### src/board_ctl_pkg.sv
// Shared constants and types for the board watchdog and GPIO control block.
package board_ctl_pkg;
    // Register byte offsets on the APB bus.
    localparam logic [11:0] out_value_offset  = 12'h000;
    localparam logic [11:0] out_enable_offset = 12'h004;
    localparam logic [11:0] wdt_status_offset = 12'h008;
    // Field positions: bit n sets line n, bit n plus this clears it.
    localparam int          clear_field_shift = 16;
    localparam int          line_count        = 16;
    // Line numbers of the board functions.
    localparam int          port3_tx_line     = 5;
    localparam int          port4_tx_line     = 6;
    localparam int          wdt_enable_bit    = 8;
    localparam int          first_ind_bit     = 9;
    localparam int          wdt_strobe_bit    = 10;
    localparam int          second_ind_bit    = 11;
    // Reset values: lines are inputs and read low, indicators dark.
    localparam logic [15:0] out_value_reset   = 16'h0a60;
    localparam logic [15:0] out_enable_reset  = 16'h0000;
    // Watchdog timing.
    localparam int          wdt_timeout_ms    = 1600;
    localparam int          clk_khz           = 40000;
    localparam int          wdt_timeout_cycles = wdt_timeout_ms * clk_khz;
    localparam int          reset_pulse_cycles = 16;
    // APB request carried as one group.
    typedef struct packed {
        logic        sel;
        logic        enable;
        logic        write;
        logic [11:0] addr;
        logic [31:0] wdata;
    } apb_req_type;
    typedef enum { wdt_idle, wdt_counting, wdt_fired } wdt_state_type;
endpackage

### src/gpio_line_bank.sv
// Set/clear register pair that holds one bit per GPIO line.
`timescale 1ns/1ps
module gpio_line_bank
    import board_ctl_pkg::*;
#(
    parameter int          width      = 16,
    parameter logic [15:0] reset_bits = 16'h0000
) (
    input  wire logic              clk,
    input  wire logic              rst_n,
    input  wire logic              write_strobe,
    input  wire logic [31:0]       wdata,
    output logic      [width-1:0]  bits
);
    logic [width-1:0] next_bits;

    // A set bit wins only when its clear partner is low; both or neither leave the line alone.
    always_comb begin
        next_bits = bits;
        for (int n = 0; n < width; n++) begin
            if (write_strobe && wdata[n] && !wdata[n + clear_field_shift]) begin
                next_bits[n] = 1'b1; // RL8 RL9
            end else if (write_strobe && !wdata[n] && wdata[n + clear_field_shift]) begin
                next_bits[n] = 1'b0; // RL8 RL9
            end
        end
    end

    // Register the line bits.
    always_ff @(posedge clk or negedge rst_n) begin
        if (!rst_n) begin
            bits <= reset_bits[width-1:0];
        end else begin
            bits <= next_bits;
        end
    end
endmodule

### src/board_watchdog.sv
// Fixed-period supervisor watchdog retriggered by strobe transitions.
`timescale 1ns/1ps
module board_watchdog
    import board_ctl_pkg::*;
#(
    parameter int timeout_cycles = wdt_timeout_cycles
) (
    input  wire logic clk,
    input  wire logic rst_n,
    input  wire logic wdt_enable_line,
    input  wire logic wdt_strobe_line,
    output logic      expired,
    output logic      reset_request
);
    logic [31:0]   count;
    logic [31:0]   next_count;
    logic [4:0]    pulse;
    logic [4:0]    next_pulse;
    logic          strobe_prev;
    wdt_state_type state;
    wdt_state_type next_state;

    // Count while enabled; any strobe edge starts over, disabling returns to idle except during a reset pulse, which runs to its end.
    always_comb begin
        next_state = state;
        next_count = count;
        next_pulse = pulse;
        case (state)
            wdt_idle: begin
                next_count = 32'h0000_0000;
                if (wdt_enable_line) begin
                    next_state = wdt_counting; // RL3
                end
            end
            wdt_counting: begin
                if (!wdt_enable_line) begin
                    next_state = wdt_idle; // RL3
                end else if (wdt_strobe_line != strobe_prev) begin
                    next_count = 32'h0000_0000; // RL4 RL5
                end else if (count == 32'(timeout_cycles - 1)) begin
                    next_state = wdt_fired; // RL1
                    next_pulse = 5'(reset_pulse_cycles);
                end else begin
                    next_count = count + 32'h0000_0001; // RL1
                end
            end
            wdt_fired: begin
                next_count = 32'h0000_0000;
                if (pulse != 5'h00) begin
                    next_pulse = pulse - 5'h01; // RL5
                end else begin
                    next_state = wdt_idle;
                end
            end
            default: next_state = wdt_idle;
        endcase
    end

    // Register state; the board reset asserts while the pulse runs.
    always_ff @(posedge clk or negedge rst_n) begin
        if (!rst_n) begin
            state         <= wdt_idle;
            count         <= 32'h0000_0000;
            pulse         <= 5'h00;
            strobe_prev   <= 1'b0;
            expired       <= 1'b0;
            reset_request <= 1'b0;
        end else begin
            state         <= next_state;
            count         <= next_count;
            pulse         <= next_pulse;
            strobe_prev   <= wdt_strobe_line;
            expired       <= (next_state == wdt_fired) ? 1'b1 : expired;
            reset_request <= (next_state == wdt_fired); // RL5
        end
    end
endmodule

### src/board_ctl_top.sv
// Top of the board control block: APB registers, GPIO lines, watchdog and board outputs.
//
// Summary of operation
// RL1: Watchdog expires after fixed 1.6 s without strobe.
// RL2: Firmware leaves watchdog disabled after self test.
// RL3: Enable line one runs watchdog, zero stops it.
// RL4: Strobe line toggles keep the watchdog alive.
// RL5: Strobe edge restarts count; expiry asserts board reset.
// RL6: Indicator lights on drive zero, dark on one.
// RL7: Port 3 and 4 transmitters enabled on one.
// RL8: Output-enable word: set n, clear n+16 makes output.
// RL9: Output-value word: set/clear pair drives line high/low.
`timescale 1ns/1ps
module board_ctl_top
    import board_ctl_pkg::*;
#(
    parameter int timeout_cycles = wdt_timeout_cycles
) (
    input  wire logic        clk,
    input  wire logic        rst_n,
    input  wire logic        psel,
    input  wire logic        penable,
    input  wire logic        pwrite,
    input  wire logic [11:0] paddr,
    input  wire logic [31:0] pwdata,
    output logic      [31:0] prdata,
    output logic             pready,
    output logic             pslverr,
    output logic             first_user_indicator_n,
    output logic             second_user_indicator_n,
    output logic             port3_tx_enable,
    output logic             port4_tx_enable,
    output logic             board_reset_n
);
    apb_req_type      req;
    logic [15:0]      line_value;
    logic [15:0]      line_enable;
    logic [15:0]      line_level;
    logic             access;
    logic             complete;
    logic             write_value;
    logic             write_enable;
    logic             mapped;
    logic [31:0]      next_prdata;
    logic             next_pslverr;
    logic             wdt_expired;
    logic             wdt_reset_request;

    // Group the bus request so the decode reads as one record.
    assign req = '{sel: psel, enable: penable, write: pwrite, addr: paddr, wdata: pwdata};

    // The access edge launches pready; a write lands only at the edge where the master sees pready high.
    assign access       = req.sel && req.enable && !pready;
    assign complete     = req.sel && req.enable && pready;
    assign mapped       = (req.addr == out_value_offset) || (req.addr == out_enable_offset)
                          || (req.addr == wdt_status_offset);
    assign write_value  = complete && req.write && (req.addr == out_value_offset);
    assign write_enable = complete && req.write && (req.addr == out_enable_offset);

    // Line level: a line not set as output floats to the low level on this board.
    assign line_level = line_value & line_enable; // RL8

    // Output-value register pair.
    gpio_line_bank #(
        .width      (line_count),
        .reset_bits (out_value_reset)
    ) value_bank (
        .clk          (clk),
        .rst_n        (rst_n),
        .write_strobe (write_value),
        .wdata        (req.wdata),
        .bits         (line_value)
    );

    // Output-enable register pair.
    gpio_line_bank #(
        .width      (line_count),
        .reset_bits (out_enable_reset)
    ) enable_bank (
        .clk          (clk),
        .rst_n        (rst_n),
        .write_strobe (write_enable),
        .wdata        (req.wdata),
        .bits         (line_enable)
    );

    // Watchdog on its two lines; it starts disabled since enable resets to input.
    board_watchdog #(
        .timeout_cycles (timeout_cycles)
    ) watchdog (
        .clk             (clk),
        .rst_n           (rst_n),
        .wdt_enable_line (line_level[wdt_enable_bit]), // RL2 RL3
        .wdt_strobe_line (line_level[wdt_strobe_bit]), // RL4
        .expired         (wdt_expired),
        .reset_request   (wdt_reset_request)
    );

    // Read mux: value and enable words return the set bits with their clear partners inverted.
    always_comb begin
        next_prdata  = prdata;
        next_pslverr = 1'b0;
        if (access) begin
            next_pslverr = !mapped;
            next_prdata  = 32'h0000_0000;
            if (!req.write) begin
                case (req.addr)
                    out_value_offset:  next_prdata = {~line_value, line_value};
                    out_enable_offset: next_prdata = {~line_enable, line_enable};
                    wdt_status_offset: next_prdata = {30'h0000_0000, wdt_expired, line_level[wdt_enable_bit]};
                    default:           next_prdata = 32'h0000_0000;
                endcase
            end
        end
    end

    // Bus answer registers; pready is a one-cycle pulse per access.
    always_ff @(posedge clk or negedge rst_n) begin
        if (!rst_n) begin
            prdata  <= 32'h0000_0000;
            pready  <= 1'b0;
            pslverr <= 1'b0;
        end else begin
            prdata  <= next_prdata;
            pready  <= access;
            pslverr <= next_pslverr;
        end
    end

    // Board pins are registered so they never glitch on decode.
    always_ff @(posedge clk or negedge rst_n) begin
        if (!rst_n) begin
            first_user_indicator_n  <= 1'b1;
            second_user_indicator_n <= 1'b1;
            port3_tx_enable         <= 1'b0;
            port4_tx_enable         <= 1'b0;
            board_reset_n           <= 1'b1;
        end else begin
            first_user_indicator_n  <= line_level[first_ind_bit] | ~line_enable[first_ind_bit]; // RL6
            second_user_indicator_n <= line_level[second_ind_bit] | ~line_enable[second_ind_bit]; // RL6
            port3_tx_enable         <= line_level[port3_tx_line]; // RL7
            port4_tx_enable         <= line_level[port4_tx_line]; // RL7
            board_reset_n           <= ~wdt_reset_request; // RL5
        end
    end
endmodule

### config.mk
export PLATFORM = sky130hd
export DESIGN_NAME = board_ctl_top
export DESIGN_NICKNAME = d
export VERILOG_FILES = /design/src/board_ctl_pkg.sv /design/src/gpio_line_bank.sv /design/src/board_watchdog.sv /design/src/board_ctl_top.sv
export SDC_FILE = /design/constraint.sdc
export NUM_CORES = 1
export LEC_CHECK = 0
export ABC_CLOCK_PERIOD_IN_PS = 1900
export BUFFER_PORTS_ARGS = -buffer_cell sky130_fd_sc_hd__buf_4
export CORE_MARGIN = 10
export CORE_UTILIZATION = 45
export CTS_CLUSTER_DIAMETER = 60
export DETAILED_ROUTE_END_ITERATION = 12
export PLACE_DENSITY = 0.74
export REMOVE_ABC_BUFFERS = 1
export SYNTH_ARGS = -nofsm -noshare
export SYNTH_HDL_FRONTEND = slang
export SYNTH_HIERARCHICAL = 1
export SYNTH_SLANG_ARGS = --single-unit
export TNS_END_PERCENT = 100
### constraint.sdc
create_clock -name clk -period 1.9 [get_ports clk]
set_input_delay 0.38 -clock clk [delete_from_list [all_inputs] [get_ports clk]]
set_output_delay 0.38 -clock clk [all_outputs]
set_load 0.02 [all_outputs]
## After elaboration in Yosys (flattened, before gate mapping)

Index checks and enable logic that the tools add are counted.

| word-level totals | value |
|---|---|
| memories | 0 |
| memory bits (read-only) | 0 |
| latch bits | 0 |
| logic and storage cells | 360 |
| register bits | 143 |
| output and inout port bits | 39 |
| input port bits | 49 |
| RAM bits | 0 |

| cells by class | value |
|---|---|
| $mul | 0 |
| bitwise gates (word level) | 8 |
| reduce and logical (&&, ||, !) cells | 210 |
| multiplexer cells | 82 |
| $lt $le $gt $ge | 0 |
| $add $sub $neg | 2 |
| equality and inequality tests | 12 |
| shift-type cells | 0 |
| div/mod/pow operators | 0 |

Operators with widths:

| operator | number |
|---|---|
| 2-to-1 mux 32 bit | 9 |
| one-hot mux 32 bit (3 select lines) | 2 |
| logical AND 1 bit | 134 |
| nonzero test 2 bit | 34 |
| 2-to-1 mux 1 bit | 65 |
| one-hot mux 32 bit (2 select lines) | 1 |
| zero test 1 bit | 34 |
| adder 32 x 1 -> 32 bit, second input constant | 1 |
| equality test 32 x 1 -> 1 bit, second input constant | 1 |
| equality test 32 x 2 -> 1 bit, second input constant | 1 |
| equality test 32 x 26 -> 1 bit, second input constant | 1 |
| equality test 32 x 3 -> 1 bit, second input constant | 1 |
| zero test 32 bit | 1 |
| inverter 16 bit | 2 |
| 2-to-1 mux 5 bit | 4 |
| AND 12 bit | 1 |
| equality test 12 x 3 -> 1 bit, second input constant | 1 |
| equality test 12 x 4 -> 1 bit, second input constant | 1 |
| zero test 12 bit | 1 |
| one-hot mux 5 bit (2 select lines) | 1 |
| AND reduction 5 bit | 1 |
| nonzero test 5 bit | 1 |
| subtractor 5 x 1 -> 5 bit, second input constant | 1 |
| != test 2 x 1 -> 1 bit, second input constant | 2 |
| 8 further kinds | 13 |

## Logic depth before layout (Yosys ltp)

| logic depth | value |
|---|---|
| word-level depth | 8 |
| gate-level depth with buffers | 8 |
| depth with buffers taken out | 7 |

## Modules after synthesis

The synthesis kept the hierarchy.

By module, submodules not included:

| module | area an instance (um^2) | instances | cells each |
|---|---|---|---|
| board_watchdog | 3,155.5 | 1 | 288 |
| board_ctl_top | 1,709.1 | 1 | 142 |
| gpio_line_bank at value_bank | 775.7 | 1 | 99 |
| gpio_line_bank at enable_bank | 770.7 | 1 | 99 |

## Least setup slack after synthesis

Ideal clock, no wire load.

| path | value |
|---|---|
| kind | input -> register |
| from | input paddr[5] |
| to | register enable_bank.bits[0] |
| library setup time | 119 ps |
| setup slack | -508 ps |
| cell stages on the path | 7 |
| arrival | 2,289 ps |
| path buffers | 1 |
| cell sequence | or4_4 -> or2_2 -> nor4_1 -> buf_6 -> nand2_1 -> a21oi_1 -> nor2_1 |

| on the way | value |
|---|---|
| word-level cells in the longest chain between the ends | 5 |
| elaborated cells between the ends (all ways) | 8 |
| those cells by class | eq/ne: 1; mux: 1; reduce/logical: 6 |

RTL lines:

| element | RTL line | text |
|---|---|---|
| from (decl) | board_ctl_top.sv:24 | `input wire logic [11:0] paddr,` |
| equality test 12 x 3 -> 1 bit (*) | board_ctl_top.sv:58 | `assign write_enable = complete && req.write && (req.addr == out_enable_offset);` |
| logical AND 1 bit (*) | board_ctl_top.sv:58 |  |
| via write_enable | board_ctl_top.sv:42 | `logic write_enable;` |
| logical AND 1 bit (on tied branches) (2 in series) | gpio_line_bank.sv:21, gpio_line_bank.sv:23 |  |
| 2-to-1 mux 1 bit or nonzero test 2 bit (tied branches) | n/a |  |
| to (signal assigned) | gpio_line_bank.sv:32 | `bits <= reset_bits[width-1:0];` |
| to (signal assigned) | gpio_line_bank.sv:34 | `bits <= next_bits;` |
| to (decl) | gpio_line_bank.sv:13 | `output logic [width-1:0] bits` |

Mark *: on every way through the listed nets, which the timed path passes. The rest lies on a longest branch.
A chain may end at the register's enable or synchronous reset.

## Worst setup path in the final report

| path | value |
|---|---|
| from | register watchdog.count[1] |
| to | register watchdog.count[18] |

| on the way | value |
|---|---|
| word-level cells in the longest chain between the ends | 5 |
| elaborated cells between the ends (all ways) | 8 |
| those cells by class | add/sub: 1; eq/ne: 2; mux: 4; reduce/logical: 1 |

RTL lines:

| element | RTL line | text |
|---|---|---|
| from (decl) | board_watchdog.sv:15 | `logic [31:0] count;` |
| from (signal assigned) | board_watchdog.sv:70 | `count <= next_count;` |
| adder 32 x 1 -> 32 bit | board_watchdog.sv:44 | `next_count = count + 32'h0000_0001;` |
| 2-to-1 mux 32 bit | board_watchdog.sv:40 | `end else if (count == 32'(timeout_cycles - 1)) begin` |
| 2-to-1 mux 32 bit | board_watchdog.sv:38 | `end else if (wdt_strobe_line != strobe_prev) begin` |
| 2-to-1 mux 32 bit | board_watchdog.sv:36 | `if (!wdt_enable_line) begin` |
| one-hot mux 32 bit (2 select lines) | board_watchdog.sv:28 | `case (state)` |

Several ways; a longest one is shown, not always the timed one. The select of a mux whose other input is x is not followed.

==> results.py <==
metrics = {
    "sta": {
        "hold_slack_ps": 182,
        "finalCritPeriodShare": 1.20,
        "finalHoldViolations": 0,
        "timing.setup.tns_ps": -8600,
        "fin_crit_ps": 2270,
        "clock_skew_ps": 7.62,
        "clock.fmax_mhz": 440,
        "slew_viol_final": 0,
        "rsz0062_at_grt": "yes",
        "setup_ws_ps": -373,
        "setup_violations": 40,
    },
    "min_path": {
        "hold_class": "in -> reg",
        "timing.hold.worst_path_depth": 3,
    },
    "power": {
        "internal_power_w": 0.00518,
        "vdd_drop_max_uv": 631,
        "pwr-share-seq": 0.461,
        "power_density_nw_per_um2": 699,
        "switchingPower_w": 0.00156,
        "clockPowerShare": 0.496,
        "swShare": 0.232,
        "cellLeakagePower_nw": 4.52,
        "combPwrFrac": 0.044,
    },
    "synthesis": {
        "synth_cells": 628,
        "yosysMostFrequentCell": "dfrtp_1",
        "synth-async-reset-ratio": 1.00,
        "ys_seq_elements": 143,
        "synth-edff-count": 0,
        "synth.distinct_cells": 55,
        "syn_area_per_cell_um2": 10.2,
        "synth_seq_area_share": 0.560,
        "synth_warnings": 6,
        "ys.flop_type": "dfrtp_1",
        "yosysTopAreaCellShare": 0.531,
        "ys_top_cells_by_count": "136 x dfrtp_1, 72 x a21oi_1, 67 x nor2_1",
        "synth_top_cell_by_area": "dfrtp_1",
        "syn_area_um2": 6410,
        "synth.area.top_cells": "dfrtp_1 53%, a21oi_1 5.6%, nor2_1 3.9%",
    },
    "routing": {
        "dr.pass1.iters": 5,
        "via_per_inst": 5.39,
        "drc": 0,
        "ant_nets": 0,
        "drt_iter0_markers": 428,
        "routed_wirelength_um": 19400,
        "vias": 5829,
        "wire_per_inst_um": 17.9,
    },
    "final_layout": {
        "diodes": 0,
        "nFillCells": 931,
        "final-seq-area_um2": 3590,
        "syn_to_final_growth_pct": 50.5,
        "drive_gt1_frac": 0.411,
        "multi_input_area_um2": 3180,
        "nNetsFinal": 940,
    },
    "setup_path": {
        "critPathMaxFanout": 5,
        "cp_slowest_stage_delay_ps": 520,
        "setup.worst_path.end_class": "flop",
        "r2r_cells": 9,
        "crit_family": "simple AND/OR/NAND/NOR gates",
        "path_cells": "ha_2, buf_6, nand3_4, or4_4, nor4b_4, buf_6, nand3_1, xor2_1, nor2_1",
        "crit_cells": 9,
        "critPathLaunchType": "flop",
        "critPathBufInv": 2,
        "critPathRequiredTime_ps": 2210,
        "arrival_ps": 2580,
        "critical_path_class": "reg -> reg",
        "cp_slowest_cell": "or4_4",
        "critPathMostFrequentCell": "buf_6",
    },
    "global_route": {
        "grt_pass1_wl_um": 29900,
        "grt_max_degree": 54,
        "overflow": 0,
        "grt_pass1_vias": 6069,
        "antenna_found_initial": 0,
        "grt_usage": 0.186,
    },
    "clock_tree": {
        "cts_buffer_depth": 2,
        "cts.sinks": 143,
        "numCtsBuffers": 17,
        "htreeDepth": 4,
        "tritoncts": "done",
        "clk_latency_ps": 430,
        "clockRootBuffer": "clkbuf_16",
        "cts.clk_slew.worst_paths_ps": 70,
    },
    "floorplanning": {
        "die-area_um2": 19400,
        "die_x_um": 139,
        "rows": 43,
        "coreArea_um2": 13900,
        "io_pins": 88,
        "dieHeight_um": 139,
        "start_util": 0.460,
    },
    "run_status": {
        "violations": "negative setup slack",
        "status": "complete, but fails checks",
    },
    "run": {
        "maxCapViolCount": 0,
    },
    "place": {
        "dp_slack_ps": -516,
        "dp_hpwl_um": 12300,
        "place.gp.congestion": 0.859,
        "portBuffers": 87,
    },
}
[area by class of cell]
class	instances	share of cell area
clock buffers	21	0.0498
clock inverters	11	0.0123
inverters	45	0.0175
multi-input cells	452	0.329
flip-flops and latches	143	0.372
well taps	180	0.0233
repair buffers	229	0.196
[final timing paths]
kind,slack [ps],endpoint,from
worst max-delay path,-370,watchdog/count[18],watchdog/count[1]
worst min-delay path,180,value_bank/bits[12],pwdata[12]
min in group asynchronous,400,watchdog/count[11],rst_n
max in group asynchronous,880,value_bank/bits[5],rst_n
worst max register to register,-370,watchdog/count[18],watchdog/count[1]
worst min register to register,430,board_reset_n,watchdog/reset_request
[repair_timing]
action	4_1_cts	5_1_grt
buffers inserted	17	24
resized for setup	92	56
endpoints found under the setup margin	62	66
cloned	4	1
hold endpoints to repair	24	0
hold buffers	1	0
pin swaps	37	31
[per-stage QoR]
step	power, W	cells	utilization	area [µm²]
finish	0.00674	1081	0.692	9650
global route	0.00695	1081	0.692	9650
CTS	0.00678	1060	0.663	9230
detailed placement	0.00343	1007	0.580	8090
global placement	0.00341	1007	0.580	8090
floorplan	0.00321	639	-	6400
[cell usage in the layout (no fill, tap or decap), drive strengths merged, types with 8 or more instances in the layout]
cell type  Yosys  layout
buf           13     228
inv           45      51
nor2          67      67
and3           9       9
nor4          16      16
nand4         15      15
nand3         17      17
and4           8       8
conb           1      30
clkbuf         5      21
xor2           8       8
a21oi         72      72
a22o          14      14
o21ai         35      35
nand2         66      67
dfrtp        136     136
mux2          13      13
nor3           9       9
[flip-flops by register name, indices dropped and copies added, names as in the netlist, 5 cells and up]
register and cells:
prdata 32, watchdog/state 32, value_bank/bits 16, watchdog/pulse 5, enable_bank/bits 16, watchdog/count 32
[worst min-delay path: stages]
cell and delay (ps):
buf_4 90, a21oi_1 30, nor2_1 70
[kinds of logic after synthesis]
group | count (synthesis) | share of synthesized area
xor+xnor | 15 | 0.0205
compound gates | 144 | 0.137
fa+ha+maj | 3 | 0.00586
other cells | 1 | 0.000585
simple gates | 239 | 0.198
mux | 20 | 0.0338
buf+inv | 63 | 0.0453
flops | 143 | 0.560
[power by group through the flow]
stage                     registers (W)  clock network, W   logic, W
after floorplan                 0.00315                 0  0.0000612
after global placement          0.00314                 0   0.000265
after detailed placement        0.00315                 0   0.000279
after CTS                       0.00310           0.00338   0.000289
after global routing            0.00311           0.00352   0.000327
final                           0.00311           0.00334   0.000296
[layer usage]
layer | track usage | vias up | part of all wire
li1 | - | 2702 | -
met1 | 0.207 | 2880 | 0.39
met2 | 0.322 | 207 | 0.53
met3 | 0.0595 | 40 | 0.063
met4 | 0.0719 | 0 | 0.024
met5 | 0 | - | 0
Power figures use the tool's default switching activity.
